===== src/inc/tmps_defs.svh =====
// register offsets, field positions, reset values and timing for the timer block
// included by the timer, the prescaler and the bench; definitions only
`ifndef TMPS_DEFS_SVH
`define TMPS_DEFS_SVH
`define TMPS_OFF_OPTION 12'h000
`define TMPS_OFF_TOUCH 12'h004
`define TMPS_OFF_IRQ 12'h008
`define TMPS_OFF_COUNT 12'h00C
`define TMPS_OPTION_RST 8'hFF
`define TMPS_TOUCH_RST 8'h00
`define TMPS_IRQ_RST 8'h00
`define TMPS_COUNT_RST 8'h00
`define TMPS_BIT_PULLUP_OFF 7
`define TMPS_BIT_IRQ_EDGE 6
`define TMPS_BIT_SRC_SEL 5
`define TMPS_BIT_EDGE_SEL 4
`define TMPS_BIT_PSC_ASSIGN 3
`define TMPS_BIT_TOUCH_ON 7
`define TMPS_BIT_TOUCH_STAT 1
`define TMPS_BIT_TOUCH_TSEL 0
`define TMPS_BIT_GIE 7
`define TMPS_BIT_WRAP_IE 5
`define TMPS_BIT_EXT_IE 4
`define TMPS_BIT_WRAP_FLAG 2
`define TMPS_BIT_EXT_FLAG 1
`define TMPS_INSN_DIV 2'h3
`define TMPS_TOUCH_WMASK 8'h8D
`endif


===== src/inc/tmps_pkg.sv =====
// types shared by the timer block
// assumes tmps_defs.svh sits in the include path
package tmps_pkg;
  typedef enum logic [1:0] {
    TMPS_IDLE,
    TMPS_ACCESS
  } tmps_apb_state_t;
  typedef logic [7:0] tmps_byte_t;
endpackage


===== src/inc/tmps_tick_if.sv =====
// carries count ticks from the prescaler to the core
// assumes one clock shared by all ends
`timescale 1ns/1ns
interface tmps_tick_if;
  logic src_tick;
  logic timer_tick;
  logic wdt_tick;
  logic clear;
  logic [2:0] rate;
  logic to_wdt;
  modport psc (input src_tick, input clear, input rate, input to_wdt,
               output timer_tick, output wdt_tick);
  modport core (output src_tick, output clear, output rate, output to_wdt,
                input timer_tick, input wdt_tick);
endinterface


===== src/rtl/tmps_timer.sv =====
// 8-bit timer with shared prescaler behind an APB slave
// assumes pins are asynchronous; watchdog consumes wdt_tick_out
`timescale 1ns/1ns
`include "tmps_defs.svh"
// Overview of operation
// - source bit selects pin or quarter clock; touch select forces the oscillator
// - edge bit one counts falling pin edges
// - prescaler goes to watchdog or timer only
// - rate field sets 1:2..1:256 or 1:1..1:128
// - irq edge bit one means rising edge
// - option bits all writable, reset to one
// - touch control: select bit0, status bit1
module tmps_timer
  import tmps_pkg::*;
(
  input wire logic ref_clk_in,
  input wire logic rst_in,
  input wire logic psel,
  input wire logic penable,
  input wire logic pwrite,
  input wire logic [11:0] paddr,
  input wire logic [31:0] pwdata,
  output logic [31:0] prdata,
  output logic pready,
  output logic pslverr,
  input wire logic timer_clock_pin_in,
  input wire logic touch_sense_osc_in,
  input wire logic ext_irq_pin_in,
  output logic irq_out,
  output logic wdt_tick_out,
  output logic touch_enable_out,
  output logic [1:0] touch_range_out,
  output logic pullup_disable_n_out
);
  tmps_tick_if tk ();
  tmps_byte_t option_r, option_nxt;
  tmps_byte_t touch_r, touch_nxt;
  tmps_byte_t irqc_r, irqc_nxt;
  tmps_byte_t count_r, count_nxt;
  logic [1:0] quarter_r, quarter_nxt;
  logic [31:0] prdata_r, prdata_nxt;
  tmps_apb_state_t st_r, st_nxt;
  logic pin_lvl, pin_rise, pin_fall;
  logic osc_lvl, osc_rise, osc_fall;
  logic irq_lvl, irq_rise, irq_fall;
  logic ext_tick, insn_tick, wrap, ext_evt;
  logic wr_en, rd_en, hit;
  function automatic logic reg_hit(input logic [11:0] a);
    reg_hit = (a == `TMPS_OFF_OPTION) || (a == `TMPS_OFF_TOUCH) ||
              (a == `TMPS_OFF_IRQ) || (a == `TMPS_OFF_COUNT);
  endfunction
  tmps_edge_sync u_pin (
    .ref_clk_in(ref_clk_in), .rst_in(rst_in), .async_in(timer_clock_pin_in),
    .level_out(pin_lvl), .rise_out(pin_rise), .fall_out(pin_fall));
  tmps_edge_sync u_osc (
    .ref_clk_in(ref_clk_in), .rst_in(rst_in), .async_in(touch_sense_osc_in),
    .level_out(osc_lvl), .rise_out(osc_rise), .fall_out(osc_fall));
  tmps_edge_sync u_irq (
    .ref_clk_in(ref_clk_in), .rst_in(rst_in), .async_in(ext_irq_pin_in),
    .level_out(irq_lvl), .rise_out(irq_rise), .fall_out(irq_fall));
  tmps_prescaler u_psc (.ref_clk_in(ref_clk_in), .rst_in(rst_in), .tk(tk));
  // APB: setup then a single access cycle with pready high
  always_comb begin
    st_nxt = st_r;
    unique case (st_r)
      TMPS_IDLE: if (psel && !penable) st_nxt = TMPS_ACCESS;
      TMPS_ACCESS: st_nxt = (psel && !penable) ? TMPS_ACCESS : TMPS_IDLE;
    endcase
  end
  assign hit = reg_hit(paddr);
  assign pready = 1'b1;
  assign pslverr = psel & penable & ~hit;
  assign wr_en = psel & penable & pwrite & hit;
  assign rd_en = psel & ~penable & ~pwrite;
  always_comb begin
    prdata_nxt = prdata_r;
    if (rd_en) begin
      unique case (paddr)
        `TMPS_OFF_OPTION: prdata_nxt = {24'h000000, option_r};
        `TMPS_OFF_TOUCH: prdata_nxt = {24'h000000, touch_r[7], 3'h0, touch_r[3:2],
                                       osc_lvl, touch_r[0]};
        `TMPS_OFF_IRQ: prdata_nxt = {24'h000000, irqc_r};
        `TMPS_OFF_COUNT: prdata_nxt = {24'h000000, count_r};
        default: prdata_nxt = 32'h00000000;
      endcase
    end
  end
  // tick sources
  always_comb begin
    quarter_nxt = quarter_r + 2'h1;
    insn_tick = (quarter_r == `TMPS_INSN_DIV);
    if (touch_r[`TMPS_BIT_TOUCH_TSEL]) begin
      ext_tick = option_r[`TMPS_BIT_EDGE_SEL] ? osc_fall : osc_rise;
    end else begin
      ext_tick = option_r[`TMPS_BIT_EDGE_SEL] ? pin_fall : pin_rise;
    end
    ext_evt = option_r[`TMPS_BIT_IRQ_EDGE] ? irq_rise : irq_fall;
  end
  // touch select routes the oscillator in; otherwise source bit picks pin or quarter clock
  assign tk.src_tick = touch_r[`TMPS_BIT_TOUCH_TSEL] ? ext_tick :
    (option_r[`TMPS_BIT_SRC_SEL] ? ext_tick : insn_tick);
  assign tk.to_wdt = option_r[`TMPS_BIT_PSC_ASSIGN];
  assign tk.rate = option_r[2:0];
  assign tk.clear = wr_en && (paddr == `TMPS_OFF_COUNT);
  assign wrap = (tk.to_wdt ? tk.src_tick : tk.timer_tick) && (count_r == 8'hFF);
  always_comb begin
    option_nxt = option_r;
    touch_nxt = touch_r;
    irqc_nxt = irqc_r;
    count_nxt = count_r;
    if (tk.to_wdt ? tk.src_tick : tk.timer_tick) count_nxt = count_r + 8'h01;
    if (wr_en) begin
      unique case (paddr)
        `TMPS_OFF_OPTION: option_nxt = pwdata[7:0];
        `TMPS_OFF_TOUCH: touch_nxt = pwdata[7:0] & `TMPS_TOUCH_WMASK;
        `TMPS_OFF_IRQ: irqc_nxt = pwdata[7:0];
        `TMPS_OFF_COUNT: count_nxt = pwdata[7:0];
        default: ;
      endcase
    end
    // hardware set wins over a software clear
    if (wrap) irqc_nxt[`TMPS_BIT_WRAP_FLAG] = 1'b1;
    if (ext_evt) irqc_nxt[`TMPS_BIT_EXT_FLAG] = 1'b1;
  end
  always_ff @(posedge ref_clk_in) begin
    if (rst_in) begin
      option_r <= `TMPS_OPTION_RST;
      touch_r <= `TMPS_TOUCH_RST;
      irqc_r <= `TMPS_IRQ_RST;
      count_r <= `TMPS_COUNT_RST;
      quarter_r <= 2'h0;
      prdata_r <= 32'h00000000;
      st_r <= TMPS_IDLE;
    end else begin
      option_r <= option_nxt;
      touch_r <= touch_nxt;
      irqc_r <= irqc_nxt;
      count_r <= count_nxt;
      quarter_r <= quarter_nxt;
      prdata_r <= prdata_nxt;
      st_r <= st_nxt;
    end
  end
  assign prdata = prdata_r;
  assign irq_out = irqc_r[`TMPS_BIT_GIE] &
    ((irqc_r[`TMPS_BIT_WRAP_IE] & irqc_r[`TMPS_BIT_WRAP_FLAG]) |
     (irqc_r[`TMPS_BIT_EXT_IE] & irqc_r[`TMPS_BIT_EXT_FLAG]));
  assign wdt_tick_out = tk.wdt_tick;
  assign touch_enable_out = touch_r[`TMPS_BIT_TOUCH_ON];
  assign touch_range_out = touch_r[3:2];
  assign pullup_disable_n_out = ~option_r[`TMPS_BIT_PULLUP_OFF];
endmodule // tmps_timer


===== src/rtl/tmps_edge_sync.sv =====
// two-flop synchroniser with rising and falling edge pulses
// assumes the input is asynchronous to ref_clk_in
`timescale 1ns/1ns
module tmps_edge_sync (
  input wire logic ref_clk_in,
  input wire logic rst_in,
  input wire logic async_in,
  output logic level_out,
  output logic rise_out,
  output logic fall_out
);
  logic meta_r, sync_r, prev_r;
  logic meta_nxt, sync_nxt, prev_nxt;
  always_comb begin
    meta_nxt = async_in;
    sync_nxt = meta_r;
    prev_nxt = sync_r;
  end
  always_ff @(posedge ref_clk_in) begin
    if (rst_in) begin
      meta_r <= 1'b0;
      sync_r <= 1'b0;
      prev_r <= 1'b0;
    end else begin
      meta_r <= meta_nxt;
      sync_r <= sync_nxt;
      prev_r <= prev_nxt;
    end
  end
  assign level_out = sync_r;
  assign rise_out = sync_r & ~prev_r;
  assign fall_out = ~sync_r & prev_r;
endmodule // tmps_edge_sync


===== src/rtl/tmps_prescaler.sv =====
// shared 8-bit prescaler, routed to the timer or the watchdog
// assumes ticks are one-cycle pulses on the common clock
`timescale 1ns/1ns
`include "tmps_defs.svh"
module tmps_prescaler (
  input wire logic ref_clk_in,
  input wire logic rst_in,
  tmps_tick_if.psc tk
);
  logic [7:0] cnt_r, cnt_nxt;
  logic [7:0] inc;
  logic tap;
  // true when the low n+1 bits are all ones, so the next tick carries out
  function automatic logic low_full(input logic [7:0] c, input logic [2:0] n);
    logic [8:0] m;
    m = (9'h002 << n) - 9'h001;
    low_full = &(c | ~m[7:0]);
  endfunction
  always_comb begin
    inc = cnt_r + 8'h01;
    tap = 1'b0;
    if (tk.to_wdt) begin
      // watchdog 1:1 at code 0
      tap = (tk.rate == 3'h0) ? 1'b1 : low_full(cnt_r, tk.rate - 3'h1);
    end else begin
      tap = low_full(cnt_r, tk.rate);
    end
    cnt_nxt = tk.clear ? 8'h00 : (tk.src_tick ? inc : cnt_r);
  end
  always_ff @(posedge ref_clk_in) begin
    if (rst_in) begin
      cnt_r <= 8'h00;
    end else begin
      cnt_r <= cnt_nxt;
    end
  end
  // one output only, per assignment bit
  assign tk.timer_tick = tk.src_tick & ~tk.to_wdt & ~tk.clear & tap;
  assign tk.wdt_tick = tk.src_tick & tk.to_wdt & ~tk.clear & tap;
endmodule // tmps_prescaler


===== config.mk =====
export PLATFORM = sky130hd
export DESIGN_NAME = tmps_timer
export DESIGN_NICKNAME = d
export VERILOG_FILES = /design/src/inc/tmps_pkg.sv /design/src/inc/tmps_tick_if.sv /design/src/rtl/tmps_timer.sv /design/src/rtl/tmps_edge_sync.sv /design/src/rtl/tmps_prescaler.sv
export VERILOG_INCLUDE_DIRS = /design/src /design/src/inc
export SDC_FILE = /design/constraint.sdc
export NUM_CORES = 1
export LEC_CHECK = 0
export ABC_AREA = 1
export BUFFER_PORTS_ARGS = -buffer_cell sky130_fd_sc_hd__buf_2
export CORE_AREA = 5 5 85 87
export DETAILED_ROUTE_END_ITERATION = 8
export DIE_AREA = 0 0 90 92
export PLACE_DENSITY = 0.86
export SYNTH_ARGS = -nofsm -noshare
export SYNTH_HDL_FRONTEND = slang
export SYNTH_SLANG_ARGS = --single-unit

===== constraint.sdc =====
create_clock -name ref_clk_in -period 2 [get_ports ref_clk_in]
set_input_delay 0.4 -clock ref_clk_in [delete_from_list [all_inputs] [get_ports ref_clk_in]]
set_output_delay 0.4 -clock ref_clk_in [all_outputs]
set_load 0.02 [all_outputs]

Yosys cells after proc, flatten, opt, wreduce, memory -nomap -nowiden:

Index checks and enable logic that the tools add are counted.
W data, S select, Z words.

* input bits: 52
* word-level logic and storage cells: 105
* output and inout port bits: 40
* register bits after elaboration: 79

* bitwise operators: 38
* shift operators: 2
* reductions and logical operators: 19
* equal/unequal tests: 5
* $add $sub $neg: 6
* multiplexer cells: 17

Operators by type and width (count)
* $pmux W8 S4: 1
* $eq A12 B4 Y1 const B: 2
* $mux W8: 3
* $and A1 B1 Y1: 21
* $add A8 B1 Y8 const B: 2
* $not A8 Y8: 2
* $or A8 B8 Y8: 2
* $reduce_and A8 Y1: 2
* $shl A2 B3 Y8 const A: 2
* $sub A8 B1 Y8 const B: 2
* $eq A12 B3 Y1 const B: 1
* $logic_not A12 Y1: 1
* $not A1 Y1: 12
* $mux W1: 11
* $reduce_and A2 Y1: 5
* $eq A8 B8 Y1 const B: 1
* $reduce_bool A2 Y1: 4
* $mux W3: 2
* $logic_not A3 Y1: 1
* $logic_or A1 B1 Y1: 3
* $sub A3 B1 Y3 const B: 1
* $add A2 B1 Y2 const B: 1
* $eq A2 B2 Y1 const B: 1
* $logic_and A1 B1 Y1: 2
* other kinds (2): 2

Logic depth before layout (Yosys ltp):

* depth after elaboration: 13
* depth in mapped cells: 16
* depth with buffers taken out: 15

Cells and area by module:

A second synthesis with hierarchy kept.

* cells, all modules: 505
* area total of the unflattened synthesis: 3495.9 µm²

Modules (own cells, without submodules)
* tmps_timer: cells each 338, sequential area each 760.7 µm², area an instance 2392.3 µm², instances 1
* tmps_prescaler: cells each 131, sequential area each 160.2 µm², area an instance 822.0 µm², instances 1
* tmps_edge_sync: cells each 12, sequential area each 60.1 µm², area an instance 93.8 µm², instances 3

Worst setup path after synthesis:

No wires, ideal clock.

* path kind: input to output
* start point: input paddr[9]
* end point: output pslverr
* path slack: -0.337 ns
* cell stages on the path: 4
* arrival time: 1.937 ns
* data required time: 1.600 ns
* path buffers: 0
* cells stage by stage: nor2_1 -> nand2_2 -> clkinv_1 -> a2111oi_0

* cells in the longest elaborated chain, start to end: 6
* elaborated cells between the ends (all ways): 9
* those cells by class: eq/ne (3); bitwise (2); reduce/logical (4)

RTL lines
* start, declared: RTL line tmps_timer.sv:21 `input wire logic [11:0] paddr,`
* $eq A12 B3 Y1 / $logic_not A12 Y1 (equally long branches)
* $logic_or A1 B1 Y1 (2 in a row): RTL line tmps_timer.sv:49 `` reg_hit = (a == `TMPS_OFF_OPTION) || (a == `TMPS_OFF_TOUCH) || ``
* $logic_or A1 B1 Y1 *: RTL line tmps_timer.sv:49
* $not A1 Y1 *: RTL line tmps_timer.sv:72 `assign pslverr = psel & penable & ~hit;`
* $and A1 B1 Y1 *: RTL line tmps_timer.sv:72
* end, declared: RTL line tmps_timer.sv:25 `output logic pslverr,`

Every way passes the cells marked *; elsewhere a longest branch is shown, timed or not.

Final worst setup path:

* start point: register option_r[1]
* end point: output wdt_tick_out

* cells in the longest elaborated chain, start to end: 9
* elaborated cells between the ends (all ways): 15
* those cells by class: add/sub (3); shift (2); mux (2); bitwise (5); reduce/logical (3)

RTL lines
* start, declared: RTL line tmps_timer.sv:36 `tmps_byte_t option_r, option_nxt;`
* start signal, assigned: RTL line tmps_timer.sv:127 `` option_r <= `TMPS_OPTION_RST; ``
* start signal, assigned: RTL line tmps_timer.sv:135 `option_r <= option_nxt;`
* $sub A3 B1 Y3: RTL line tmps_prescaler.sv:24 `tap = (tk.rate == 3'h0) ? 1'b1 : low_full(cnt_r, tk.rate - 3'h1);`
* $shl A2 B3 Y8: RTL line tmps_prescaler.sv:16 `m = (9'h002 << n) - 9'h001;`
* $sub A8 B1 Y8: RTL line tmps_prescaler.sv:16
* $not A8 Y8: RTL line tmps_prescaler.sv:17 `low_full = &(c | ~m[7:0]);`
* $or A8 B8 Y8: RTL line tmps_prescaler.sv:17
* $reduce_and A8 Y1: RTL line tmps_prescaler.sv:17
* $mux W1: RTL line tmps_prescaler.sv:24
* $mux W1 *: RTL line tmps_prescaler.sv:22 `if (tk.to_wdt) begin`
* $and A1 B1 Y1 *: RTL line tmps_prescaler.sv:39 `assign tk.wdt_tick = tk.src_tick & tk.to_wdt & ~tk.clear & tap;`
* end, declared: RTL line tmps_timer.sv:30 `output logic wdt_tick_out,`

Marked as above.

==> flow_summary.toml <==
[outcome]
status = "complete, but fails checks"
violations = "setup timing"

[clock_tree]
worstSkewPairLatency_ns = 0.32
cts_tree = "yes"
cts_sinks = 55
clkTransAtPathRegs_ns = 0.10
cts_buffer_depth = 2
cts_made_buffers = 5
htreeDepth = 2
cts-root-buf = "clkbuf_8"

[worst_setup_path]
cp.required_ns = 1.60
worstPathArrival_ns = 1.94
endpoint_kind = "output pin"
start_kind = "register"
path_class = "reg -> out"
crit_fanout = 4
reg2reg_slack_ns = -0.13

[die]
pin_count = 92
fp.dieW_um = 90
fp.coreArea_um2 = 6277
die-height_um = 92
die_area_um2 = 8280
fp-row-count = 29
initial_utilization_pct = 51.43

[synth]
synth.mux.area_fraction_pct = 0.3101
synth_top_family_by_area = "simple AND/OR/NAND/NOR gates"
synth-compound-area-share_pct = 13.41
synth_cells = 469
yosys.area_share.simple_pct = 31.74
synth-adder-area-share_pct = 1.938
postSynthAreaPerCell_um2 = 6.883
ys_seq_area_share_pct = 34.11
netlist_area_um2 = 3228
yosys_warnings = 0
synth_xor_area_share_pct = 1.899
ys_types = 35
ys_ff_latch = 55

[routing]
vias = 3327
drc = 0
avgViaCountPerCell = 5.419
ant_nets = 0
drtPass1Iterations = 5
routedWlPerCell_um = 14.52
wl_um = 8916
drt_iter0_drc = 317

[grt]
grt_overflow = 0
antenna_found_initial = 0
grt_max_degree = 25
grt_pass1_wl_um = 13480
grtUsageTotal_pct = 19.29
grt_pass1_vias = 3007

[layout]
drive_above_1_share_pct = 25.70
fillers = 531
fin_nets = 593
multi_input_area_um2 = 1854
layout_common_cells = "91 x nand2_1, 59 x inv_1, 52 x dfxtp_1"
utilization_pct = 62.21
antenna_cells = 0
ff_latch_area_um2 = 1107
layout_commonest_cell = "nand2_1"
area_growth_pct = 20.97

[timing]
fin_crit_sh_pct = 116.8
fin_skew_ns = 0.01168
setup_ws_ns = -0.3352
hold_viol_final = 0
setup_viol = 10
fin_setup_tns_ns = -1.142
slew_violations = 0
rsz0062_at_grt = "yes"
fin_crit_ns = 2.335
clock.fmax_mhz = 428.2

[power_and_ir_drop]
max-vdd-ir-drop_v = 0.0005782
leakagePower_nw = 1.861
powerDensity_nw_per_um2 = 532.5

[worst_hold_path]
min_path_type = "in -> reg"

[place]
routabilityCongestion = 0.9125
place_hpwl_um = 6264
port_buffers = 42
place_ws_ns = -0.1022

[run]
cap_violations = 0
-- cell type report --
| cell class | count | share of cell area, % |
|---|---|---|
| inverters | 65 | 6.440 |
| flip-flops and latches | 55 | 28.36 |
| repair buffers | 75 | 12.27 |
| clock buffers | 5 | 1.762 |
| clock inverters | 3 | 1.218 |
| multi-input cells | 334 | 47.48 |
| well taps | 77 | 2.467 |
-- per-layer routing --
metal,wire length (um),vias up,GRT usage (%),part of all wire (%)
li1,-,1610,-,-
met4,277,0,8.437,3.1
met2,4413,160,33.84,49
met3,693,35,3.764,7.8
met1,3531,1522,22.85,40
met5,0,-,0,0
-- what timing repair did --
action,in CTS,in global routing
hold buffers,0,0
setup endpoints to repair,7,10
resized for setup,13,29
buffers inserted,1,4
pin swaps,2,16
-- worst max-delay path, cell delays in order (launching register included) --
cell     delay (ns)
dfxtp_4        0.38
inv_4          0.05
nor2_4         0.08
nand2_2        0.08
ha_4           0.28
o21ai_2        0.05
nor2_1         0.10
nand2_1        0.07
a41oi_2        0.14
nand4_1        0.11
a21oi_2        0.16
buf_6          0.14
-- Yosys cell counts --
library cell / number / area share (%)
a2111oi_0: 1 / 0.27
a21oi_1: 30 / 4.7
a21oi_2: 1 / 0.27
a31oi_1: 1 / 0.19
a41oi_1: 1 / 0.27
buf_2: 1 / 0.15
buf_4: 30 / 7.0
buf_6: 3 / 1.0
clkbuf_1: 4 / 0.46
clkinv_1: 1 / 0.12
conb_1: 2 / 0.23
dfxtp_1: 55 / 34
ha_1: 5 / 1.9
inv_1: 59 / 6.9
inv_2: 4 / 0.46
inv_6: 1 / 0.27
mux2i_1: 1 / 0.31
nand2_1: 98 / 11
nand2_2: 9 / 1.7
nand3_1: 44 / 6.8
nand3_2: 1 / 0.31
nand3b_1: 3 / 0.70
nand4_1: 7 / 1.4
nand4_2: 1 / 0.39
nor2_1: 35 / 4.1
nor2_2: 2 / 0.39
nor2_4: 4 / 1.4
nor3_1: 10 / 1.6
nor3b_4: 1 / 0.58
nor4_1: 2 / 0.39
nor4_4: 1 / 0.66
o211ai_1: 12 / 2.8
o21ai_0: 32 / 5.0
xnor2_1: 2 / 0.54
xor2_1: 5 / 1.4
-- registers in the layout (all words and copies together), names as in the netlist --
name / count
u_osc.meta_r: 1
prdata: 8
u_pin.meta_r: 1
quarter_r: 2
u_irq.level_out: 1
u_irq.meta_r: 1
count_r: 8
u_irq.prev_r: 1
u_pin.prev_r: 1
u_osc.level_out: 1
u_psc.cnt_r: 8
u_pin.level_out: 1
irqc_r: 8
touch_r: 4
u_osc.prev_r: 1
option_r: 8
-- per-stage QoR --
stage                     hold slack [ns]  instance area, um2  power (W)  cells
after CTS                          0.2830                3742   0.002075    610
after floorplan                    0.3883                3332   0.001296    492
after global placement             0.3919                3570   0.001315    601
after global routing               0.2985                3905   0.002155    614
after detailed placement           0.4043                3570   0.001320    601
final                              0.2815                3905   0.002080    614
-- power breakdown --
group | internal (W) | switching (W)
registers | 0.00111 | 0.00000901
clock network | 0.000380 | 0.000397
logic | 0.0000516 | 0.000134
total | 0.00154 | 0.000540
-- kinds of logic after synthesis --
family	Yosys count
adders and majority gates	5
and+or+nand+nor	218
xor gates and xnor gates	7
DFF	55
other	2
AOI/OAI and AO/OA	78
buffers and inverters	103
muxes	1
-- worst paths after layout --
| path | depth (start not counted) | endpoint | start |
|---|---|---|---|
| min | 3 | u_irq.meta_r | ext_irq_pin_in |
| max | 11 | wdt_tick_out | option_r[1] |
| min reg2reg | 2 | u_osc.level_out | u_osc.meta_r |
| max reg2reg | 17 | count_r[3] | option_r[1] |
Power figures use the tool's default switching activity.
